File: src/rtl/rcmc_pkg.sv
// Behaviour
// - Command compressor frequency from thermostat judgment.
// - Remote setpoint is base; internal setpoint continuous.
// - Cooling: diff below -1.5C three minutes, off.
// - Dry: diff below -2.0C three minutes, off.
// - Heating: diff above +2.0C three minutes, off.
// - Restart after three minutes and diff recovers.
// - Sub-bottom fan thirty seconds before judgment.
// - Auto mode judgment repeats every ten minutes.
// - First judgment: cool, dry or heat thresholds.
// - Later judgments: hysteresis, dry stays dry unless diff below -2.0C.
// - Fan mode: indoor fan only, no compressor.
// - Five manual fan speeds, super top heating.
// - Fan feedback update every second after start.
// - Speed out of range ten seconds: count, restart.
// - Seven faults latch fault code, stop all except outdoor fan run-on.
// - Outdoor fan with compressor, stops thirty seconds later.
// - Auto vertical swing ranges, none fan stopped.
// - Heating auto vertical angles by zone.
// - Manual vertical positions angle tables.
// - Remote stop closes vertical vanes.
// - Auto horizontal swing, heating zone B fixed ninety.
// - Manual horizontal patterns angle table.
package rcmc_pkg;
    // Temperatures in signed tenths of a degree C
    localparam logic signed [11:0] COOL_OFF_DT     = -12'sd15;
    localparam logic signed [11:0] DRY_OFF_DT      = -12'sd20;
    localparam logic signed [11:0] HEAT_OFF_DT     = 12'sd20;
    localparam logic signed [11:0] AUTO_FIRST_HI   = 12'sd20;
    localparam logic signed [11:0] AUTO_LATER_HI   = 12'sd30;
    localparam logic signed [11:0] AUTO_LO         = -12'sd20;
    localparam int              CLK_HZ          = 250_000_000;
    localparam int              THERMO_MIN      = 3;
    localparam int              THERMO_SEC      = THERMO_MIN * 60;
    localparam int              SAMPLE_SEC      = 30;
    localparam int              JUDGE_MIN       = 10;
    localparam int              JUDGE_SEC       = JUDGE_MIN * 60;
    localparam int              FAN_FAULT_SEC   = 10;
    localparam int              ODFAN_OFF_SEC   = 30;
    localparam logic [11:0]     RPM_HIGH        = 12'd2550;
    localparam logic [11:0]     RPM_LOW         = 12'd50;
    localparam logic [2:0]      FAULT_LIMIT     = 3'd7;
    localparam logic [3:0]      ODFAN_STEPS     = 4'd15;
    // Angles in half degrees
    localparam logic [7:0]      VANE_CLOSED     = 8'h00;
    localparam logic [7:0]      HSWING_MIN      = 8'd130;
    localparam logic [7:0]      HSWING_MAX      = 8'd230;
    localparam logic [7:0]      HFIXED          = 8'd180;
    localparam logic [7:0]      VU_SWING_MIN    = 8'd90;
    localparam logic [7:0]      VU_SWING_MAX    = 8'd140;
    localparam logic [7:0]      VL_SWING_MIN    = 8'd4;
    localparam logic [7:0]      VL_SWING_MAX    = 8'd78;
    localparam logic [7:0]      VU_ZONE_AC      = 8'd50;
    localparam logic [7:0]      VL_ZONE_AC      = 8'd34;
    localparam logic [7:0]      VU_ZONE_B       = 8'd110;
    localparam logic [7:0]      VL_ZONE_B       = 8'd74;

    typedef enum logic [2:0] {RCMC_FAN_ONLY, RCMC_COOL, RCMC_DRY, RCMC_HEAT, RCMC_AUTO} rcmc_mode_e;
    typedef enum logic [2:0] {
        FAN_SPEED_OFF, FAN_SPEED_SUB_BOTTOM, FAN_SPEED_BOTTOM, FAN_SPEED_MID_MINUS,
        FAN_SPEED_MID, FAN_SPEED_MID_PLUS, FAN_SPEED_UPPER, FAN_SPEED_SUPER_TOP
    } rcmc_fan_e;
    typedef enum logic [1:0] {RCMC_ZONE_A, RCMC_ZONE_B, RCMC_ZONE_C} rcmc_zone_e;

    typedef struct packed {
        logic              power_on;
        rcmc_mode_e        mode;
        logic signed [11:0] set_temp;
        logic [2:0]        fan_sel;
        logic              fan_auto;
        logic              vert_auto;
        logic [2:0]        vert_pos;
        logic              horz_auto;
        logic [2:0]        horz_pos;
        logic              summer_house;
    } rcmc_remote_s;

    typedef struct packed {
        logic [7:0] upper;
        logic [7:0] lower;
        logic [7:0] horiz;
        logic       swing_v;
        logic       swing_h;
    } rcmc_vane_s;
endpackage : rcmc_pkg

File: src/rtl/rcmc_top.sv
`timescale 1ns/1ps
module rcmc_top #(
    parameter int TICK_CYCLES = rcmc_pkg::CLK_HZ
) (
    input  wire logic                        CLK,
    input  wire logic                        RST_B,
    input  wire rcmc_pkg::rcmc_remote_s      REMOTE,
    input  wire logic signed [11:0]          INTAKE_TEMP,
    input  wire logic signed [11:0]          SHIFT_OFFSET,
    input  wire rcmc_pkg::rcmc_zone_e        HX_ZONE,
    input  wire logic [11:0]                 FAN_RPM,
    input  wire logic [7:0]                  FREQ_DEMAND,
    input  wire logic [3:0]                  ODFAN_DEMAND,
    output logic [7:0]                       COMP_FREQ,
    output logic                             COMP_ON,
    output rcmc_pkg::rcmc_fan_e              FAN_SPEED,
    output logic                             FAN_UPDATE,
    output logic [3:0]                       ODFAN_STEP,
    output rcmc_pkg::rcmc_mode_e             ACTIVE_MODE,
    output rcmc_pkg::rcmc_vane_s             VANE,
    output logic                             FAN_MOTOR_FAULT_CODE
);
    import rcmc_pkg::*;

    // Tick counter needs at least one idle cycle between ticks
    if (TICK_CYCLES < 2) begin : g_tick_check
        $error("TICK_CYCLES too small");
    end

    ////////////////////////////////////////////////////////////////////////
    // Reset release and one-second tick
    logic        rst_s1_reg;
    logic        rst_b_reg;
    logic [31:0] tick_cnt_reg;
    logic        tick_reg;
    always_ff @(posedge CLK or negedge RST_B) begin
        if (!RST_B) begin
            rst_s1_reg <= 1'b0;
            rst_b_reg  <= 1'b0;
        end else begin
            rst_s1_reg <= 1'b1;
            rst_b_reg  <= rst_s1_reg;
        end
    end
    wire tick_wrap = (tick_cnt_reg == 32'(TICK_CYCLES - 1));
    always_ff @(posedge CLK or negedge rst_b_reg) begin
        if (!rst_b_reg) begin
            tick_cnt_reg <= 32'h0;
            tick_reg     <= 1'b0;
        end else begin
            tick_cnt_reg <= tick_wrap ? 32'h0 : tick_cnt_reg + 32'h1;
            tick_reg     <= tick_wrap;
        end
    end

    ////////////////////////////////////////////////////////////////////////
    // Internal setpoint and temperature difference
    wire               running    = REMOTE.power_on && !FAN_MOTOR_FAULT_CODE;
    wire signed [11:0] int_set    = REMOTE.set_temp + SHIFT_OFFSET;
    wire signed [11:0] diff_int   = INTAKE_TEMP - int_set;
    wire signed [11:0] diff_rem   = INTAKE_TEMP - REMOTE.set_temp;

    ////////////////////////////////////////////////////////////////////////
    // Automatic mode judgment
    typedef enum logic [1:0] {AJ_IDLE, AJ_SAMPLE, AJ_RUN} rcmc_aj_e;
    rcmc_aj_e    aj_reg;
    logic [9:0]  aj_cnt_reg;
    logic        aj_first_reg;
    rcmc_mode_e  auto_mode_reg;
    wire         auto_sel    = running && (REMOTE.mode == RCMC_AUTO);
    wire         sample_done = tick_reg && (aj_cnt_reg == 10'(SAMPLE_SEC - 1));
    wire         period_done = tick_reg && (aj_cnt_reg == 10'(JUDGE_SEC - SAMPLE_SEC - 1));

    function automatic rcmc_mode_e judge(input logic signed [11:0] d, input logic first, input rcmc_mode_e prev);
        if (first) begin
            if (d >= AUTO_FIRST_HI) judge = RCMC_COOL;
            else if (d >= AUTO_LO)  judge = RCMC_DRY;
            else                    judge = RCMC_HEAT;
        end else begin
            if (d >= AUTO_LATER_HI) judge = (prev == RCMC_DRY) ? RCMC_DRY : RCMC_COOL;
            else if (d >= AUTO_LO)  judge = prev;
            else                    judge = RCMC_HEAT;
        end
    endfunction : judge

    always_ff @(posedge CLK or negedge rst_b_reg) begin
        if (!rst_b_reg) begin
            aj_reg        <= AJ_IDLE;
            aj_cnt_reg    <= 10'h0;
            aj_first_reg  <= 1'b1;
            auto_mode_reg <= RCMC_COOL;
        end else if (!auto_sel) begin
            aj_reg       <= AJ_IDLE;
            aj_cnt_reg   <= 10'h0;
            aj_first_reg <= 1'b1;
        end else begin
            case (aj_reg)
                AJ_IDLE: begin
                    aj_reg     <= AJ_SAMPLE;
                    aj_cnt_reg <= 10'h0;
                end
                AJ_SAMPLE: begin
                    if (sample_done) begin
                        auto_mode_reg <= judge(diff_rem, aj_first_reg, auto_mode_reg);
                        aj_first_reg  <= 1'b0;
                        aj_reg        <= AJ_RUN;
                        aj_cnt_reg    <= 10'h0;
                    end else if (tick_reg) aj_cnt_reg <= aj_cnt_reg + 10'h1;
                end
                AJ_RUN: begin
                    if (period_done) begin
                        aj_reg     <= AJ_SAMPLE;
                        aj_cnt_reg <= 10'h0;
                    end else if (tick_reg) aj_cnt_reg <= aj_cnt_reg + 10'h1;
                end
                default: aj_reg <= AJ_IDLE;
            endcase
        end
    end
    wire        sampling = auto_sel && (aj_reg != AJ_RUN);
    rcmc_mode_e eff_mode;
    assign eff_mode = (REMOTE.mode == RCMC_AUTO) ? auto_mode_reg : REMOTE.mode;

    ////////////////////////////////////////////////////////////////////////
    // Thermostat
    logic       comp_on_reg;
    logic [7:0] th_cnt_reg;
    wire off_cond = (eff_mode == RCMC_COOL && diff_int < COOL_OFF_DT)
                 || (eff_mode == RCMC_DRY  && diff_int < DRY_OFF_DT)
                 || (eff_mode == RCMC_HEAT && diff_int > HEAT_OFF_DT);
    wire on_cond  = (eff_mode == RCMC_COOL && diff_int > COOL_OFF_DT)
                 || (eff_mode == RCMC_DRY  && diff_int > DRY_OFF_DT)
                 || (eff_mode == RCMC_HEAT && diff_int < HEAT_OFF_DT);
    wire thermo_ok = running && !sampling && (eff_mode != RCMC_FAN_ONLY);
    wire th_done   = (th_cnt_reg >= 8'(THERMO_SEC));
    wire th_want   = comp_on_reg ? off_cond : 1'b1;
    always_ff @(posedge CLK or negedge rst_b_reg) begin
        if (!rst_b_reg) begin
            comp_on_reg <= 1'b0;
            th_cnt_reg  <= 8'h0;
        end else if (!thermo_ok) begin
            comp_on_reg <= 1'b0;
            th_cnt_reg  <= 8'(THERMO_SEC);
        end else if (comp_on_reg && !off_cond) begin
            th_cnt_reg  <= 8'h0;
        end else if (comp_on_reg && th_done) begin
            comp_on_reg <= 1'b0;
            th_cnt_reg  <= 8'h0;
        end else if (!comp_on_reg && th_done && on_cond) begin
            comp_on_reg <= 1'b1;
            th_cnt_reg  <= 8'h0;
        end else if (tick_reg && th_want && !th_done) begin
            th_cnt_reg  <= th_cnt_reg + 8'h1;
        end
    end

    ////////////////////////////////////////////////////////////////////////
    // Indoor fan supervision
    logic [2:0] fault_cnt_reg;
    logic [3:0] bad_cnt_reg;
    logic       fan_restart_reg;
    logic       fault_reg;
    wire        fan_want = running && !fan_restart_reg;
    wire        rpm_bad  = (FAN_RPM >= RPM_HIGH) || (FAN_RPM < RPM_LOW);
    wire        bad_done = tick_reg && (bad_cnt_reg == 4'(FAN_FAULT_SEC - 1));
    always_ff @(posedge CLK or negedge rst_b_reg) begin
        if (!rst_b_reg) begin
            fault_cnt_reg   <= 3'h0;
            bad_cnt_reg     <= 4'h0;
            fan_restart_reg <= 1'b0;
            fault_reg       <= 1'b0;
        end else begin
            fan_restart_reg <= 1'b0;
            if (!fan_want || !rpm_bad) bad_cnt_reg <= 4'h0;
            else if (bad_done) begin
                bad_cnt_reg     <= 4'h0;
                fan_restart_reg <= 1'b1;
                fault_cnt_reg   <= fault_cnt_reg + 3'h1;
                if (fault_cnt_reg == FAULT_LIMIT - 3'h1) fault_reg <= 1'b1;
            end else if (tick_reg) bad_cnt_reg <= bad_cnt_reg + 4'h1;
        end
    end

    rcmc_fan_e fan_next;
    wire heat_now = (eff_mode == RCMC_HEAT);
    assign fan_next = !fan_want              ? FAN_SPEED_OFF :
                      sampling               ? FAN_SPEED_SUB_BOTTOM :
                      REMOTE.fan_auto        ? FAN_SPEED_MID :
                      (REMOTE.fan_sel == 3'd0) ? (heat_now ? FAN_SPEED_SUPER_TOP : FAN_SPEED_UPPER) :
                      (REMOTE.fan_sel == 3'd1) ? FAN_SPEED_MID_PLUS :
                      (REMOTE.fan_sel == 3'd2) ? FAN_SPEED_MID :
                      (REMOTE.fan_sel == 3'd3) ? FAN_SPEED_MID_MINUS : FAN_SPEED_BOTTOM;

    ////////////////////////////////////////////////////////////////////////
    // Outdoor fan run-on
    logic [4:0] od_cnt_reg;
    wire od_run = comp_on_reg || (od_cnt_reg != 5'h0);
    always_ff @(posedge CLK or negedge rst_b_reg) begin
        if (!rst_b_reg) od_cnt_reg <= 5'h0;
        else if (comp_on_reg) od_cnt_reg <= 5'(ODFAN_OFF_SEC);
        else if (tick_reg && od_cnt_reg != 5'h0) od_cnt_reg <= od_cnt_reg - 5'h1;
    end
    wire [3:0] od_step = (ODFAN_DEMAND > ODFAN_STEPS) ? ODFAN_STEPS :
                         (ODFAN_DEMAND == 4'h0) ? 4'h1 : ODFAN_DEMAND;

    ////////////////////////////////////////////////////////////////////////
    // Vanes, half-degree units
    function automatic logic [7:0] vtab(input logic [2:0] p, input logic heat, input logic up);
        logic [7:0] r;
        r = 8'h0;
        case ({heat, up, p})
            5'b01001: r = 8'd40;
            5'b01010: r = 8'd50;
            5'b01011: r = 8'd100;
            5'b01100: r = 8'd110;
            5'b01101: r = 8'd140;
            5'b00001: r = 8'd4;
            5'b00010: r = 8'd14;
            5'b00011: r = 8'd34;
            5'b00100: r = 8'd54;
            5'b00101: r = 8'd78;
            5'b11001: r = 8'd40;
            5'b11010: r = 8'd90;
            5'b11011: r = 8'd110;
            5'b11100: r = 8'd130;
            5'b11101: r = 8'd140;
            5'b10001: r = 8'd34;
            5'b10010: r = 8'd54;
            5'b10011: r = 8'd74;
            5'b10100: r = 8'd94;
            5'b10101: r = 8'd112;
            default:  r = 8'h0;
        endcase
        vtab = r;
    endfunction : vtab

    wire        fan_turn = fan_want && running;
    wire        zone_b   = REMOTE.summer_house || (HX_ZONE == RCMC_ZONE_B);
    wire [7:0]  h_man    = (REMOTE.horz_pos == 3'd2) ? 8'd130 :
                           (REMOTE.horz_pos == 3'd3) ? 8'd155 :
                           (REMOTE.horz_pos == 3'd4) ? 8'd205 :
                           (REMOTE.horz_pos == 3'd5) ? 8'd230 : 8'd180;
    rcmc_vane_s vane_next;
    always_comb begin
        vane_next = '{VANE_CLOSED, VANE_CLOSED, HFIXED, 1'b0, 1'b0};
        if (REMOTE.power_on && !FAN_MOTOR_FAULT_CODE) begin
            if (!REMOTE.vert_auto) begin
                vane_next.upper = vtab(REMOTE.vert_pos, heat_now, 1'b1);
                vane_next.lower = vtab(REMOTE.vert_pos, heat_now, 1'b0);
            end else if (heat_now) begin
                vane_next.upper = zone_b ? VU_ZONE_B : VU_ZONE_AC;
                vane_next.lower = zone_b ? VL_ZONE_B : VL_ZONE_AC;
            end else begin
                vane_next.upper   = VU_SWING_MIN;
                vane_next.lower   = VL_SWING_MIN;
                vane_next.swing_v = fan_turn;
            end
            if (!REMOTE.horz_auto) vane_next.horiz = h_man;
            else if (!(heat_now && HX_ZONE == RCMC_ZONE_B)) begin
                vane_next.horiz   = HSWING_MIN;
                vane_next.swing_h = fan_turn;
            end
        end
    end

    ////////////////////////////////////////////////////////////////////////
    // Output registers
    always_ff @(posedge CLK or negedge rst_b_reg) begin
        if (!rst_b_reg) begin
            COMP_FREQ            <= 8'h0;
            COMP_ON              <= 1'b0;
            FAN_SPEED            <= FAN_SPEED_OFF;
            FAN_UPDATE           <= 1'b0;
            ODFAN_STEP           <= 4'h0;
            ACTIVE_MODE          <= RCMC_FAN_ONLY;
            VANE                 <= '{VANE_CLOSED, VANE_CLOSED, HFIXED, 1'b0, 1'b0};
            FAN_MOTOR_FAULT_CODE <= 1'b0;
        end else begin
            COMP_FREQ            <= comp_on_reg ? FREQ_DEMAND : 8'h0;
            COMP_ON              <= comp_on_reg;
            FAN_SPEED            <= fan_next;
            FAN_UPDATE           <= tick_reg && fan_want;
            ODFAN_STEP           <= od_run ? od_step : 4'h0;
            ACTIVE_MODE          <= eff_mode;
            VANE                 <= vane_next;
            FAN_MOTOR_FAULT_CODE <= FAN_MOTOR_FAULT_CODE || fault_reg;
        end
    end

    ////////////////////////////////////////////////////////////////////////
    a_fan_only_comp: assert property (@(posedge CLK) disable iff (!rst_b_reg)
        (REMOTE.mode == RCMC_FAN_ONLY) |=> ##1 !COMP_ON) else $error("compressor on in fan mode");
    a_fault_stop: assert property (@(posedge CLK) disable iff (!rst_b_reg)
        FAN_MOTOR_FAULT_CODE |=> ##1 (FAN_SPEED == FAN_SPEED_OFF && !COMP_ON)) else $error("run after fault");
    a_fault_sticky: assert property (@(posedge CLK) disable iff (!rst_b_reg)
        FAN_MOTOR_FAULT_CODE |=> FAN_MOTOR_FAULT_CODE) else $error("fault cleared");
    a_odfan_with_comp: assert property (@(posedge CLK) disable iff (!rst_b_reg)
        COMP_ON |-> ODFAN_STEP != 4'h0) else $error("outdoor fan stopped while compressor on");
    a_comp_freq_off: assert property (@(posedge CLK) disable iff (!rst_b_reg)
        !COMP_ON |-> COMP_FREQ == 8'h0) else $error("frequency without compressor");
    a_sample_speed: assert property (@(posedge CLK) disable iff (!rst_b_reg)
        (sampling && fan_want) |=> FAN_SPEED == FAN_SPEED_SUB_BOTTOM) else $error("sample speed wrong");
    a_vane_closed: assert property (@(posedge CLK) disable iff (!rst_b_reg)
        !REMOTE.power_on |=> (VANE.upper == VANE_CLOSED && VANE.lower == VANE_CLOSED)) else $error("vane open");
    a_no_swing_stop: assert property (@(posedge CLK) disable iff (!rst_b_reg)
        !fan_turn |=> (!VANE.swing_v && !VANE.swing_h)) else $error("swing with fan stopped");
    a_restart_wait: assert property (@(posedge CLK) disable iff (!rst_b_reg)
        $fell(comp_on_reg) && $past(thermo_ok) && thermo_ok |-> th_cnt_reg == 8'h0)
        else $error("restart wait not started");
    c_comp_on:    cover property (@(posedge CLK) $rose(COMP_ON));
    c_thermo_off: cover property (@(posedge CLK) $fell(comp_on_reg) && thermo_ok);
    c_fan_fault:  cover property (@(posedge CLK) $rose(FAN_MOTOR_FAULT_CODE));
    c_auto_heat:  cover property (@(posedge CLK) auto_sel && auto_mode_reg == RCMC_HEAT);
endmodule : rcmc_top

File: config.mk
export PLATFORM = sky130hd
export DESIGN_NAME = rcmc_top
export DESIGN_NICKNAME = d
export VERILOG_FILES = /design/src/rtl/rcmc_pkg.sv /design/src/rtl/rcmc_top.sv
export SDC_FILE = /design/constraint.sdc
export NUM_CORES = 1
export LEC_CHECK = 0
export BUFFER_PORTS_ARGS = -buffer_cell sky130_fd_sc_hd__buf_2
export CAP_MARGIN = 20
export CORE_UTILIZATION = 40
export DETAILED_ROUTE_END_ITERATION = 10
export PLACE_DENSITY_LB_ADDON = 0.15
export SKIP_CTS_REPAIR_TIMING = 1
export SYNTH_ARGS = -nofsm -noshare
export SYNTH_HDL_FRONTEND = slang
export SYNTH_SLANG_ARGS = --single-unit
File: constraint.sdc
create_clock -name CLK -period 6.2 [get_ports CLK]
set_input_delay 0.31 -clock CLK [delete_from_list [all_inputs] [get_ports CLK]]
set_output_delay 0.31 -clock CLK [all_outputs]
set_load 0.02 [all_outputs]
# Yosys cells after proc, flatten, opt, wreduce, memory -nomap -nowiden
# Memories as Yosys holds them, arrays and structs flattened.
# Index checks and enable logic that the tools add are counted.
[word_totals]
ff_bits = 121
romBits = 416
in_bits = 81
out_inout_bits = 47
wordCells = 201
memories = 2
[mem_list]
columns = ["memory", "depth", "word_bits", "read_ports", "rd_clocked_by_memory_dff", "wr", "line", "source"]
rows = [
  ["(name not given)", 32, 7, 1, 0, 0, "rcmc_top.sv:211", "case ({heat, up, p})"],
  ["(name not given)", 32, 6, 1, 0, 0, "rcmc_top.sv:211", ""],
]
[op_classes]
n_addsub = 9
n_lt_le_gt_ge = 13
eq_ne = 30
n_mux = 64
bitwise_logic = 1
reduce_logical = 55
[ops]
columns = ["op", "n"]
rows = [
  ["2-to-1 mux 7 bit", 7],
  ["2-to-1 mux 8 bit", 6],
  ["2-to-1 mux 10 bit", 4],
  ["greater-or-equal comparator 12 x 6 -> 1 bit, second input constant", 3],
  ["less-than comparator 12 x 6 -> 1 bit, second input constant", 3],
  ["adder 32 x 1 -> 32 bit, second input constant", 1],
  ["== test 32 x 28 -> 1 bit, second input constant", 1],
  ["2-to-1 mux 32 bit", 1],
  ["2-to-1 mux 3 bit", 10],
  ["case mux 10 bit (3 select lines)", 1],
  ["2-to-1 mux 26 bit", 1],
  ["logical AND 1 bit", 25],
  ["> comparator 12 x 6 -> 1 bit, second input constant", 2],
  ["2-to-1 mux 4 bit", 6],
  ["subtractor 12 bit", 2],
  ["== test 3 x 2 -> 1 bit, second input constant", 7],
  ["2-to-1 mux 1 bit", 17],
  ["2-to-1 mux 16 bit", 1],
  ["2-to-1 mux 15 bit", 1],
  ["adder 12 bit", 1],
  ["== test 3 bit, second input constant", 4],
  ["greater-or-equal comparator 12 bit, second input constant", 1],
  ["> comparator 12 x 5 -> 1 bit, second input constant", 1],
  ["less-than comparator 12 x 5 -> 1 bit, second input constant", 1],
  ["36 further kinds", 65],
]

# Longest topological paths before layout
[depth]
word_depth = 14
mapped_depth = 14
mapped_depth_nobuf = 13

# Least setup slack after synthesis
# No wires, ideal clock.
[synth_path]
kind = "input -> register"
startpoint = "in REMOTE[17] (netlist bit)"
endpoint = "reg th_cnt_reg[7]"
setup_ns = 0.086
t_arrival_ns = 3.392
required_ns = 6.114
setup_slack_ns = 2.722
cell_stages = 13
path_buffers = 1
cell_sequence = "inv_1 fa_1 ha_1 a21oi_2 o211ai_1 a221o_1 a21oi_4 mux2i_1 a2111oi_0 or4_4 or2_1 buf_6 o221ai_2"
[synth_via]
elab_chain_len = 11
[synth_rtl]
columns = ["item", "line", "source"]
rows = [
  ["start: declaration", "rcmc_top.sv:7", "input wire rcmc_pkg::rcmc_remote_s REMOTE,"],
  ["adder 12 bit *", "rcmc_top.sv:59", "wire signed [11:0] int_set = REMOTE.set_temp + SHIFT_OFFSET;"],
  ["subtractor 12 bit *", "rcmc_top.sv:60", "wire signed [11:0] diff_int = INTAKE_TEMP - int_set;"],
  ["> comparator 12 x 5 -> 1 bit / > comparator 12 x 6 -> 1 bit (equally long branches)", "rcmc_top.sv:131, rcmc_top.sv:132", ""],
  ["logical AND 1 bit (on tied branches)", "rcmc_top.sv:131, rcmc_top.sv:132", ""],
  ["logical OR 1 bit", "rcmc_top.sv:132", "|| (eff_mode == RCMC_DRY && diff_int > DRY_OFF_DT)"],
  ["logical OR 1 bit", "rcmc_top.sv:133", "|| (eff_mode == RCMC_HEAT && diff_int < HEAT_OFF_DT);"],
  ["logical AND 1 bit", "rcmc_top.sv:149", "end else if (!comp_on_reg && th_done && on_cond) begin"],
  ["2-to-1 mux 8 bit", "rcmc_top.sv:149", ""],
  ["2-to-1 mux 8 bit", "rcmc_top.sv:146", "end else if (comp_on_reg && th_done) begin"],
  ["2-to-1 mux 8 bit", "rcmc_top.sv:144", "end else if (comp_on_reg && !off_cond) begin"],
  ["2-to-1 mux 8 bit", "rcmc_top.sv:141", "end else if (!thermo_ok) begin"],
  ["end signal: assignment", "rcmc_top.sv:143", "th_cnt_reg <= 8'(THERMO_SEC);"],
  ["end signal: assignment", "rcmc_top.sv:153", "th_cnt_reg <= th_cnt_reg + 8'h1;"],
  ["end: declaration", "rcmc_top.sv:127", "logic [7:0] th_cnt_reg;"],
]
# Every way passes the cells marked *; elsewhere a longest branch is shown, timed or not.
# A chain may end at the register's enable or synchronous reset.

# Worst setup path after layout
[layout_path]
startpoint = "in REMOTE[19] (netlist bit)"
endpoint = "reg th_cnt_reg[1]"
# The elaborated chain is that of the path after synthesis.

==> impl_metrics.tcl <==
set metrics [dict create \
    holdWs_ns 0.103 \
    io_pins 128 \
    cts_buffers 17 \
    grt_usage 0.173 \
    cp_max_fo 8 \
    largest_reg_flops 32 \
    cp_data_arrival_time_ns 3.82 \
    dr_total_vias 5820 \
    synthDistinctLibCells 78 \
    critPathBufInv 2 \
    slew_headroom 0.330 \
    synth_warnings 0 \
    synth-seq-cells 115 \
    hold_viol 0 \
    avgSynthCellArea_sq_um 9.34 \
    worstPathRequired_ns 6.53 \
    drv_slew 0 \
    design_area_sq_um 8640 \
    netlist_top_cells_count "dfrtp_1 (110), nor2_1 (90), nand2_1 (59), inv_1 (53), ha_1 (44)" \
    leakagePower_nw 4.07 \
    rows 48 \
    die-area_sq_um 18500 \
    crit_chain "buf_2 -> inv_1 -> fa_1 -> ha_1 -> a21oi_1 -> o211ai_1 -> a221o_1 -> a21oi_4 -> mux2i_1 -> a2111oi_0 -> or4_4 -> or2_1 -> nor3b_2" \
    start_util 0.413 \
    critPathLaunchType "primary input" \
    drc 0 \
    maxCapViolations 0 \
    clk_pin_slew_worst_paths_ns 0.05 \
    hpwl_mm 11.2 \
    fin_worst_skew_ns 0.00842 \
    tightest_slew_ns 0.998 \
    vias_per_cell 5.11 \
    io_buffers 122 \
    slowest_delay_ns 0.58 \
    drtAntennaViolNets 0 \
    fmax_mhz 287 \
    clk_latency_ns 0.41 \
    worst_slack_ns 2.71 \
    grt_first_pass_wirelength_mm 25.4 \
    core_area_sq_um 17400 \
    dr.pass1.iters 4 \
    areaGrowthSynthToFinish_pct 20.1 \
    fp.dieH_um 136 \
    grt-ovfl-total 0 \
    synth.top_cell.area_share 0.383 \
    synth_area_leader_cell "dfrtp_1" \
    max-vdd-ir-drop_mv 0.162 \
    place_area_sq_um 8020 \
    cts_tree "built" \
    netlist_area_sq_um 7190 \
    post-place-ws_ns 2.30 \
    period_share 0.562 \
    rsz0062_at_grt "false" \
    root_buffer "clkbuf_16" \
    first_global_vias 5481 \
    dominantRegCellSynth "dfrtp_1" \
    finalCriticalPeriod_ns 3.49 \
    synth_top_cells_by_area "dfrtp_1 (38%), ha_1 (7.7%), xnor2_1 (4.9%), nor2_1 (4.7%), xor2_1 (4.3%)" \
    holdCritPathClass "primary input to flip-flop" \
    htree_levels 4 \
    place_congestion 0.846 \
    cts_sinks 115 \
    crit_type "primary input to flip-flop" \
    end_kind "flip-flop" \
    grt_max_degree 79 \
    synth_most_common_cell "dfrtp_1" \
    setup_violations 0 \
    synth_seq_area_share 0.401 \
    max-clock-path-buffers 2 \
    fin_nets 1036 \
    power.density_nw_per_um2 272 \
    antenna_found_initial 1 \
    wire_per_inst_um 13.3 \
    wl_mm 15.1 \
    drt_iter0_drc 222 \
    setup_tns_ns 0 \
    crit_slowest_cell "or4_4" \
    status "complete, no violations" \
    fp.dieW_um 136 \
    critPathTopFamily "simple AND/OR/NAND/NOR gates" \
    layout-drive-gt1-share 0.194 \
    synth_edf_count 0 \
    postSynthCellCount 770 \
    postSynth.asyncResetShare 1.00 \
]
## where the power goes
group	switching [W]	internal, W
combinational	0.000338	0.000226
sequential	0.0000361	0.000794
clock	0.000335	0.000618
## routing by layer
layer  part of all wire  GRT usage
met5            0.00086          0
met4              0.012     0.0580
met3              0.056     0.0485
met2               0.45      0.276
met1               0.48      0.224
## cell type report
class	instances	area, sq um
multi-input combinational	585	4020
sequential	115	2890
fill	1687	8770
inverter	53	199
clock inverter	10	106
clock buffer	22	474
timing repair buffer	127	671
antenna	1	2.50
tap	225	282
## layout by cell type, fill, tap and decap left out, types with 7 or more instances in the layout
cell	Yosys	routed
nand2b_1	7	7
clkbuf_16	0	17
inv_1	53	53
xor2_1	35	35
buf_2	0	122
a21oi_1	39	39
nor2b_1	15	15
dfrtp_1	110	109
ha_1	44	44
o21ai_0	20	20
xnor2_1	40	40
nor3_1	22	22
fa_1	12	12
and3_1	10	10
nor2_1	90	90
or3_1	7	7
and2_1	13	13
nor4_1	10	10
a211oi_1	7	7
nand4_1	17	17
nand2_1	59	59
nand3_1	26	26
## worst paths after layout
kind	from	end	slack, ns	cells after the start
max	REMOTE[19]	th_cnt_reg[1]	2.71	13
min	FREQ_DEMAND[1]	COMP_FREQ[1]	0.10	2
max reg2reg	th_cnt_reg[2]	th_cnt_reg[1]	3.47	9
min reg2reg	rst_b_reg	tick_cnt_reg[27]	0.28	0
max in group asynchronous	rst_b_reg	COMP_FREQ[2]	4.99	2
min in group asynchronous	RST_B	rst_b_reg	0.21	2
## cells by family (layout without fill, tap and decap cells)
family / after synthesis / count (layout) / synth area share
AO/OA/AOI/OAI: 140 / 140 / 0.133
adder cells (fa/ha/maj): 56 / 56 / 0.110
flip-flops: 115 / 115 / 0.401
AND/OR/NAND/NOR: 303 / 303 / 0.214
XOR/XNOR: 75 / 75 / 0.0913
other: 2 / 6 / 0.00104
buffers and inverters: 73 / 212 / 0.0417
multiplexers: 6 / 6 / 0.00852
## through the flow
step / utilization / total power [W] / std cells
detailed placement: 0.461 / 0.00141 / 1103
CTS: 0.494 / 0.00238 / 1135
global placement: 0.461 / 0.00141 / 1103
global route: 0.496 / 0.00248 / 1137
finish: 0.496 / 0.00235 / 1138
floorplan: - / 0.00127 / 773
Power figures use the tool's default switching activity.
